**config.mk**
```make
export PLATFORM = sky130hd
export DESIGN_NAME = slave_parallel_host_port
export DESIGN_NICKNAME = d
export VERILOG_FILES = /design/src/verilog/host_port_pkg.sv /design/src/verilog/slave_parallel_host_port.sv /design/src/verilog/pin_sync_edge.sv
export VERILOG_INCLUDE_DIRS = /design/src /design/src/verilog
export SDC_FILE = /design/constraint.sdc
export NUM_CORES = 1
export LEC_CHECK = 0
export BUFFER_PORTS_ARGS = -buffer_cell sky130_fd_sc_hd__buf_2
export CORE_MARGIN = 2
export CORE_UTILIZATION = 46
export DETAILED_ROUTE_END_ITERATION = 7
export GPL_TIMING_DRIVEN = 0
export MAX_ROUTING_LAYER = met4
export PLACE_DENSITY = 0.78
export SYNTH_ARGS = -nofsm -noshare
export SYNTH_HDL_FRONTEND = slang
export SYNTH_HIERARCHICAL = 1
export SYNTH_SLANG_ARGS = --single-unit
export TNS_END_PERCENT = 20
```
**constraint.sdc**
```tcl
create_clock -name sys_clk_in -period 2.9 [get_ports sys_clk_in]
set_input_delay 0.145 -clock sys_clk_in [delete_from_list [all_inputs] [get_ports sys_clk_in]]
set_output_delay 0.145 -clock sys_clk_in [all_outputs]
set_load 0.03 [all_outputs]
```
**src/verilog/host_port_params.svh**
```systemverilog
// Constants for the slave parallel host port.
// Contract
// - Slave mode is chosen only by handshake pin levels, never by software.
// - In slave mode port D pins 0-3 are write-ready, read-ready, strobe, direction.
// - In slave mode port C is the host data bus, moving bytes to and from latches.
// - In slave mode only port D pins 4 and 5 stay general I/O with interrupts.
// - In host mode six pins act as port D 0-5, eight as port C.
// - Transitions on port D pins 2-5 raise interrupts whatever the pin direction.
// - Drive host_may_write_n low while the input latch is free.
// - Strobe rise in a write latches data, raises host_may_write_n, pulses host_write_irq.
// - A core read of the input latch returns host_may_write_n low.
// - Drive host_may_read_n low while a core byte waits in the output latch.
// - Host reads with direction high and strobe low; device drives the output latch.
// - Strobe rise in a read raises host_may_read_n, floats the bus, pulses host_read_irq.
// - A core write to the output latch drives host_may_read_n low again.
`ifndef HOST_PORT_PARAMS_SVH
`define HOST_PORT_PARAMS_SVH

// ==========================================================
// Port D pin positions
`define PD_WR_RDY 0
`define PD_RD_RDY 1
`define PD_STROBE 2
`define PD_DIR 3
`define PD_SPARE_LO 4
`define PD_SPARE_HI 5

// ==========================================================
// Positions in the synchronised pin vector (port D pins 2 to 5)
`define SY_STROBE 0
`define SY_DIR 1
`define SY_SPARE_LO 2
`define SY_SPARE_HI 3

// ==========================================================
// Widths and reset values
`define DATA_W 8
`define PD_W 6
`define SYNC_W 4
`define SYNC_PRIME 3
`define WR_RDY_RST 1'h0
`define RD_RDY_RST 1'h1
`define BYTE_RST 8'h00
`define PD_RST 6'h00

`endif

```
**src/verilog/host_port_pkg.sv**
```systemverilog
// Types shared by the slave parallel host port.
`default_nettype none
package host_port_pkg;
   typedef enum logic [1:0] {MODE_STRAP, MODE_HOST, MODE_SLAVE} port_mode_t;
endpackage
`default_nettype wire

```
**src/verilog/slave_parallel_host_port.sv**
```systemverilog
// Slave parallel host port with host-mode general-purpose fallback.
`timescale 1ns/100ps
`default_nettype none
`include "host_port_params.svh"
module slave_parallel_host_port
   import host_port_pkg::*;
(
   input wire logic sys_clk_in,
   input wire logic rst_n_in,
   // Port C pins.
   input wire logic [`DATA_W-1:0] data_bus_pins_in,
   output logic [`DATA_W-1:0] data_bus_pins_out,
   output logic [`DATA_W-1:0] data_bus_pins_oe_out,
   // Port D pins 0 to 5.
   input wire logic [`PD_W-1:0] portd_pins_in,
   output logic [`PD_W-1:0] portd_pins_out,
   output logic [`PD_W-1:0] portd_pins_oe_out,
   // Core side, port C.
   input wire logic [`DATA_W-1:0] core_portc_data_in,
   input wire logic [`DATA_W-1:0] core_portc_dir_in,
   input wire logic core_out_latch_wr_in,
   input wire logic core_in_latch_rd_in,
   output logic [`DATA_W-1:0] core_portc_read_out,
   // Core side, port D.
   input wire logic [`PD_W-1:0] core_portd_data_in,
   input wire logic [`PD_W-1:0] core_portd_dir_in,
   output logic [`PD_W-1:0] core_portd_read_out,
   // Mode and interrupts.
   output logic slave_mode_out,
   output logic host_write_irq_out,
   output logic host_read_irq_out,
   output logic spare_gpio_lo_irq_out,
   output logic spare_gpio_hi_irq_out
);
   // ==========================================================
   // Reset release
   logic rst_meta_n;
   logic rst_n;
   always_ff @(posedge sys_clk_in or negedge rst_n_in) begin
      if (!rst_n_in) begin
         rst_meta_n <= 1'h0;
         rst_n <= 1'h0;
      end else begin
         rst_meta_n <= 1'h1;
         rst_n <= rst_meta_n;
      end
   end

   // ==========================================================
   // Pin synchronisation for port D pins 2 to 5
   wire [`SYNC_W-1:0] pd_raw = portd_pins_in[`PD_SPARE_HI:`PD_STROBE];
   logic [`SYNC_W-1:0] pd_level;
   logic [`SYNC_W-1:0] pd_rise;
   logic [`SYNC_W-1:0] pd_fall;

   pin_sync_edge #(
      .W(`SYNC_W)
   ) pin_sync_edge_i (
      .clk_in(sys_clk_in),
      .rst_n_in(rst_n),
      .pin_in(pd_raw),
      .level_out(pd_level),
      .rise_out(pd_rise),
      .fall_out(pd_fall)
   );

   // ==========================================================
   // Mode strap
   // The mode is caught once after reset: a host idling its strobe high selects slave mode.
   port_mode_t mode;
   wire strobe_idle_high = pd_level[`SY_STROBE];
   logic [1:0] strap_wait;
   wire strap_ready = strap_wait[1];
   wire is_slave = (mode == MODE_SLAVE);
   always_ff @(posedge sys_clk_in or negedge rst_n) begin
      if (!rst_n) begin
         mode <= MODE_STRAP;
         strap_wait <= 2'h0;
      end else begin
         strap_wait <= {strap_wait[0], 1'h1};
         unique case (mode)
            MODE_STRAP: begin
               if (strap_ready) begin
                  mode <= strobe_idle_high ? MODE_SLAVE : MODE_HOST;
               end
            end
            MODE_HOST: mode <= MODE_HOST;
            MODE_SLAVE: mode <= MODE_SLAVE;
         endcase
      end
   end

   // ==========================================================
   // Handshake decode
   wire strobe_low = ~pd_level[`SY_STROBE];
   wire dir_read_high = pd_level[`SY_DIR];
   wire strobe_rise = pd_rise[`SY_STROBE];
   wire write_done = is_slave & strobe_rise & ~dir_read_high;
   wire read_done = is_slave & strobe_rise & dir_read_high;
   wire host_reading = is_slave & strobe_low & dir_read_high;

   // ==========================================================
   // Latches and ready flags
   logic [`DATA_W-1:0] in_latch;
   logic [`DATA_W-1:0] out_latch;
   logic host_may_write_n;
   logic host_may_read_n;
   logic [`DATA_W-1:0] bus_capture;
   // A host write finishing in the same cycle as a core read keeps the latch full.
   wire next_may_write_n = write_done ? 1'h1 :
      (core_in_latch_rd_in ? 1'h0 : host_may_write_n);
   // A core write in the same cycle as a host read end leaves the new byte waiting.
   wire next_may_read_n = (is_slave & core_out_latch_wr_in) ? 1'h0 :
      (read_done ? 1'h1 : host_may_read_n);
   always_ff @(posedge sys_clk_in or negedge rst_n) begin
      if (!rst_n) begin
         bus_capture <= `BYTE_RST;
         in_latch <= `BYTE_RST;
      end else begin
         bus_capture <= data_bus_pins_in;
         if (write_done) begin
            in_latch <= bus_capture;
         end
      end
   end

   always_ff @(posedge sys_clk_in or negedge rst_n) begin
      if (!rst_n) begin
         out_latch <= `BYTE_RST;
      end else if (core_out_latch_wr_in) begin
         out_latch <= core_portc_data_in;
      end
   end

   // ==========================================================
   // Ready flags
   always_ff @(posedge sys_clk_in or negedge rst_n) begin
      if (!rst_n) begin
         host_may_write_n <= `WR_RDY_RST;
         host_may_read_n <= `RD_RDY_RST;
      end else begin
         host_may_write_n <= next_may_write_n;
         host_may_read_n <= next_may_read_n;
      end
   end

   // ==========================================================
   // Pin drive selection
   wire [`DATA_W-1:0] next_pc_out = is_slave ? out_latch : core_portc_data_in;
   wire [`DATA_W-1:0] next_pc_oe = is_slave ? {`DATA_W{host_reading}} :
      core_portc_dir_in;
   // The flag pins take the next flag value so they move in the same cycle as the interrupts.
   wire [`PD_W-1:0] slave_pd_out = {core_portd_data_in[`PD_SPARE_HI:`PD_SPARE_LO],
      2'h0, next_may_read_n, next_may_write_n};
   wire [`PD_W-1:0] slave_pd_oe = {core_portd_dir_in[`PD_SPARE_HI:`PD_SPARE_LO],
      2'h0, 2'h3};
   wire [`PD_W-1:0] next_pd_out = is_slave ? slave_pd_out : core_portd_data_in;
   wire [`PD_W-1:0] next_pd_oe = (mode == MODE_STRAP) ? `PD_RST :
      (is_slave ? slave_pd_oe : core_portd_dir_in);
   wire [`DATA_W-1:0] next_pc_read = is_slave ? in_latch : bus_capture;

   // ==========================================================
   // Interrupts: rising on pins 2 and 4, falling on pins 3 and 5; in slave mode the pin 2 and 3 interrupts are write and read strobe rises
   // The pad input is used, so edges count whether the pin is an input or an output.
   wire next_irq_d2 = is_slave ? write_done : (mode == MODE_HOST) & pd_rise[`SY_STROBE];
   wire next_irq_d3 = is_slave ? read_done : (mode == MODE_HOST) & pd_fall[`SY_DIR];
   wire next_irq_d4 = (mode != MODE_STRAP) & pd_rise[`SY_SPARE_LO];
   wire next_irq_d5 = (mode != MODE_STRAP) & pd_fall[`SY_SPARE_HI];

   // ==========================================================
   // Port C pin registers
   always_ff @(posedge sys_clk_in or negedge rst_n) begin
      if (!rst_n) begin
         data_bus_pins_out <= `BYTE_RST;
         data_bus_pins_oe_out <= `BYTE_RST;
      end else begin
         data_bus_pins_out <= next_pc_out;
         data_bus_pins_oe_out <= next_pc_oe;
      end
   end

   // ==========================================================
   // Port D pin registers
   always_ff @(posedge sys_clk_in or negedge rst_n) begin
      if (!rst_n) begin
         portd_pins_out <= `PD_RST;
         portd_pins_oe_out <= `PD_RST;
      end else begin
         portd_pins_out <= next_pd_out;
         portd_pins_oe_out <= next_pd_oe;
      end
   end

   // ==========================================================
   // Core read-back and mode registers
   always_ff @(posedge sys_clk_in or negedge rst_n) begin
      if (!rst_n) begin
         core_portc_read_out <= `BYTE_RST;
         core_portd_read_out <= `PD_RST;
         slave_mode_out <= 1'h0;
      end else begin
         core_portc_read_out <= next_pc_read;
         core_portd_read_out <= portd_pins_in;
         slave_mode_out <= is_slave;
      end
   end

   // ==========================================================
   // Interrupt registers
   always_ff @(posedge sys_clk_in or negedge rst_n) begin
      if (!rst_n) begin
         host_write_irq_out <= 1'h0;
         host_read_irq_out <= 1'h0;
         spare_gpio_lo_irq_out <= 1'h0;
         spare_gpio_hi_irq_out <= 1'h0;
      end else begin
         host_write_irq_out <= next_irq_d2;
         host_read_irq_out <= next_irq_d3;
         spare_gpio_lo_irq_out <= next_irq_d4;
         spare_gpio_hi_irq_out <= next_irq_d5;
      end
   end
endmodule // slave_parallel_host_port
`default_nettype wire

```
**src/verilog/pin_sync_edge.sv**
```systemverilog
// Two-flop pin synchroniser with registered edge pulses.
`timescale 1ns/100ps
`default_nettype none
`include "host_port_params.svh"
module pin_sync_edge #(
   parameter int W = 4
) (
   input wire logic clk_in,
   input wire logic rst_n_in,
   input wire logic [W-1:0] pin_in,
   output logic [W-1:0] level_out,
   output logic [W-1:0] rise_out,
   output logic [W-1:0] fall_out
);
   logic [W-1:0] meta;
   logic [W-1:0] stable;
   logic [W-1:0] prev;
   logic [`SYNC_PRIME-1:0] primed;
   // Until prev holds a real pin level, a pin idling high would look like a fresh rising edge.
   wire edge_ok = primed[`SYNC_PRIME-1];
   wire [W-1:0] next_rise = stable & ~prev & {W{edge_ok}};
   wire [W-1:0] next_fall = ~stable & prev & {W{edge_ok}};

   // ==========================================================
   // Synchroniser and edge detection
   // Edges are taken only from the second stage; the first stage is never looked at.
   always_ff @(posedge clk_in or negedge rst_n_in) begin
      if (!rst_n_in) begin
         meta <= '0;
         stable <= '0;
         prev <= '0;
         primed <= '0;
         rise_out <= '0;
         fall_out <= '0;
      end else begin
         primed <= {primed[`SYNC_PRIME-2:0], 1'h1};
         meta <= pin_in;
         stable <= meta;
         prev <= stable;
         rise_out <= next_rise;
         fall_out <= next_fall;
      end
   end

   assign level_out = stable;
endmodule // pin_sync_edge
`default_nettype wire

```
After elaboration in Yosys (flattened, before gate mapping). Cells that the tools add are included.

Register bits: 101. Bits of input ports: 46. Output and inout port bits: 47. Word-level logic and storage cells: 64.

Equal/unequal tests: 3. Mux-type cells: 15. Bitwise operators: 18. Reductions and logical operators: 2.

Operators with widths (number): $mux W8 (3); $and A1 B1 Y1 (10); $and A4 B4 Y4 (2); $mux W4 (2); $and A3 B3 Y3 (2); $mux W1 (6); $mux W6 (1); $pmux W2 S3 (1); $mux W2 (2); $not A4 Y4 (1); $not A3 Y3 (1); $eq A2 B1 Y1 const B (1); $eq A2 B2 Y1 const B (1); $logic_not A2 Y1 (1); $ne A2 B2 Y1 const B (1); $not A1 Y1 (2); $reduce_bool A2 Y1 (1).

Longest topological paths before layout.
Word-level depth: 6. Mapped depth: 6. Mapped depth without buffers: 4.

Hierarchy. The synthesis kept the hierarchy.

Modules (own cells, without submodules): slave_parallel_host_port (instances 1, cells each 176, area each 2736.4 um2, sequential area each 1978.1 um2); pin_sync_edge (instances 1, cells each 32, area each 649.4 um2, sequential area each 575.6 um2).

Worst setup path before layout. OpenSTA, ideal clock, no wires.

Path kind: flip-flop to flip-flop. Start point: reg mode[0]. End point: reg core_portc_read_out[7]. Library setup time: 0.125 ns. Data arrival time: 1.282 ns. Required time: 2.775 ns. Slack: 1.493 ns. Cell stages (with the launch flop): 5. Buffers on the path: 1. Clock period less this slack: 1.407 ns. Cell sequence: dfrtp_1 -> inv_1 -> ha_1 -> buf_4 -> mux2_2.

Cells in the longest elaborated chain, start to end: 2.

RTL lines: start: declaration (line slave_parallel_host_port.sv:70) `port_mode_t mode;`; start signal: assignment (line slave_parallel_host_port.sv:84) `mode <= strobe_idle_high ? MODE_SLAVE : MODE_HOST;`; $eq A2 B2 Y1 (line slave_parallel_host_port.sv:74) `wire is_slave = (mode == MODE_SLAVE);`; net is_slave (line slave_parallel_host_port.sv:74); $mux W8 (line slave_parallel_host_port.sv:160) `` wire [`DATA_W-1:0] next_pc_read = is_slave ? in_latch : bus_capture; ``; net next_pc_read[7] (line slave_parallel_host_port.sv:160); end signal: assignment (line slave_parallel_host_port.sv:198) `` core_portc_read_out <= `BYTE_RST; ``; end signal: assignment (line slave_parallel_host_port.sv:202) `core_portc_read_out <= next_pc_read;`; end: declaration (line slave_parallel_host_port.sv:23) `` output logic [`DATA_W-1:0] core_portc_read_out, ``.

The timed path passes the listed nets, and every way through them passes these cells. A chain may end at the register's enable or synchronous reset.

Worst setup path in the final report.
Start point: reg mode[0]. End point: reg core_portc_read_out[5].

Same word-level chain as after synthesis.

==> summary.md <==
| Metric | Value |
|---|---|
| Status | `completed` |
| Hold Buf Count CTS | `19` |
| Drt pass-1 iters | `4` |
| Clk buf depth | `2` |
| Dpl hpwl | `3.513 mm` |
| DRC | `0` |
| DR vias | `1891` |
| Placed cell area | `3861 sq um` |
| Tcrit/Tclk final | `54.64%` |
| Worst relative slew slack | `59.02%` |
| Post-Syn Instances | `200` |
| DRT iter0 DRCs | `74` |
| WP buf/inv | `2` |
| Worst Skew | `0.009087 ns` |
| Port Buffers | `91` |
| I/O Pins | `93` |
| CTS clock-pin slew for the worst setup and hold paths | `0.09 ns` |
| Die width | `88.06 um` |
| Setup TNS | `0 ns` |
| Max Fclk | `631.1 MHz` |
| Row count | `30` |
| Initial cell density of the core | `47.58%` |
| PD cells | `854.1 nW/um^2` |
| Worst EP arrival | `1.81 ns` |
| Chip Height | `88.06 um` |
| Tot GR Track Use | `14.99%` |
| Placed insts | `389` |
| Final Cell Area | `4209 sq um` |
| Delay-heaviest family, CP | `flip-flops` |
| Syn. warnings | `6` |
| Hold_sp | `core_portc_dir_in[3]` |
| Min Tclk post-route | `1.585 ns` |
| Crit. Startpoint | `mode[0]` |
| CP peak stage delay | `0.44 ns` |
| Max_cap viols | `0` |
| Root Driver | `clkbuf_8` |
| DR vias/cell | `4.460` |
| Antenna-violating nets left | `0` |
| Layout cells sized above 1 | `44.21%` |
| Htree depth | `3` |
| Critical path launch point type | `flop` |
| Total grt overflow | `0` |
| R2r startpoint | `mode[0]` |
| CTS sink cnt | `98` |
| RSZ-0062 raised after global routing | `no` |
| Actual slew at the worst max-slew pin | `0.6146 ns` |
| Worst VDD drop | `394.3 uV` |
| Final Max Tran Viols | `0` |
| Non-Filler Instances | `424` |
| Die area | `7755 sq um` |
| Leak pwr | `0.002111 uW` |
| CP Cell Sequence | `inv_1 -> ha_1 -> buf_4 -> mux2_2` |
| Final hold violations | `0` |
| Post-CTS setup buffer count | `0` |
| Final #Nets | `372` |
| Hold slack | `0.02049 ns` |
| Area of the core | `6832 sq um` |
| Worst Path Max Fanout | `10` |
| Crit-path slowest cell | `dfrtp_1` |
| TritonCTS clock tree | `yes` |
| CP Class | `flop to flop` |
| Vias in the first global route | `1937` |
| Total wire length | `5.247 mm` |
| Pre-CTS setup slack | `1.325 ns` |
| First-pass GRT wire length | `8.445 mm` |
| Num CTS Buffers | `9` |
| Placer Congestion | `0.7045` |
| Worst Setup End Kind | `flop` |
| Synthesized cell area | `3251 sq um` |
| Number of diodes | `0` |
| Synthesized area per cell | `16.25 sq um` |
| Req. time, crit path | `3.13 ns` |
| Clk Latency, worst-skew pair | `0.34 ns` |
| Initial antenna violation count | `0` |
| Post-CTS resize count | `0` |
| Largest net degree at the start of global routing | `51` |
| Avg WL per Cell | `12.38 um` |
| Hold Path Class | `input pin to flop` |
| Post-route setup slack | `1.315 ns` |
| Final setup vio count | `0` |
| Synth-to-Final Area Change | `29.48%` |
==> worst min-delay path, cell delays in order <==
cell and delay [ns]:
buf_2 0.09, inv_1 0.03, o21ai_0 0.06
==> cells in the final DEF (no fill, tap or decap), types with 2 or more instances in the layout <==
cell	n
dfrtp_1	96
clkbuf_1	5
mux2_2	32
o21ai_0	9
nand2b_1	4
buf_4	2
clkbuf_8	9
nor2b_1	6
nor3b_1	3
buf_2	93
mux2i_1	2
dlygate4sd3_1	19
and3b_1	4
nand2_1	8
ha_1	3
inv_1	11
clkinvlp_4	2
conb_1	3
a21oi_1	2
a31oi_1	3
==> where the power goes <==
part / total (uW) / switching (uW) / internal, uW
clock: 730 / 416 / 314
sequential: 1760 / 109 / 1650
combinational: 1110 / 684 / 423
==> state kept, by name (all words and copies together), names as in the netlist, 2 cells and up <==
| name | flops |
|---|---|
| pin_sync_edge_i/rise_out | 2 |
| pin_sync_edge_i/level_out | 4 |
| pin_sync_edge_i/prev | 4 |
| pin_sync_edge_i/primed | 3 |
| data_bus_pins_out | 8 |
| strap_wait | 2 |
| portd_pins_oe_out | 6 |
| portd_pins_out | 6 |
| bus_capture | 8 |
| pin_sync_edge_i/meta | 4 |
| core_portc_read_out | 8 |
| out_latch | 8 |
| core_portd_read_out | 6 |
| pin_sync_edge_i/fall_out | 2 |
| mode | 2 |
| in_latch | 8 |
| data_bus_pins_oe_out | 8 |
==> area by class of cell <==
type                    count  area [sq um]
multi-input cells          87         723.2
fillers                   538          2623
plain buffers               5         36.28
repair buffers            111         673.1
inverters                  11         41.29
clock inverters             2         15.01
flip-flops and latches     98          2457
clock buffers              14         142.6
well taps                  96         120.1
==> per-layer routing <==
layer	routed length (um)	vias up	track usage, %
li1	-	898	-
met1	2296	916	17.94
met2	2569	67	23.76
met3	294	10	4.053
met4	86	0	7.025
met5	0	-	-
==> through the flow <==
step	util, %	total power (uW)
floorplan	-	2566
global placement	56.08	2846
detailed placement	56.52	2887
CTS	61.61	3639
global route	61.61	3808
finish	61.61	3595
==> path summary, 6_finish.rpt <==
check / end / slack [ns] / cells past startpoint
worst max register to register: core_portc_read_out[5] / 1.32 / 4
max in group asynchronous: pin_sync_edge_i/rise_out[2] / 1.92 / 1
worst max-delay path: core_portc_read_out[5] / 1.32 / 4
worst min-delay path: data_bus_pins_oe_out[3] / 0.02 / 3
worst min register to register: core_portc_read_out[1] / 0.34 / 0
min in group asynchronous: rst_meta_n / 0.10 / 2
(Power assumes the default switching activity.)
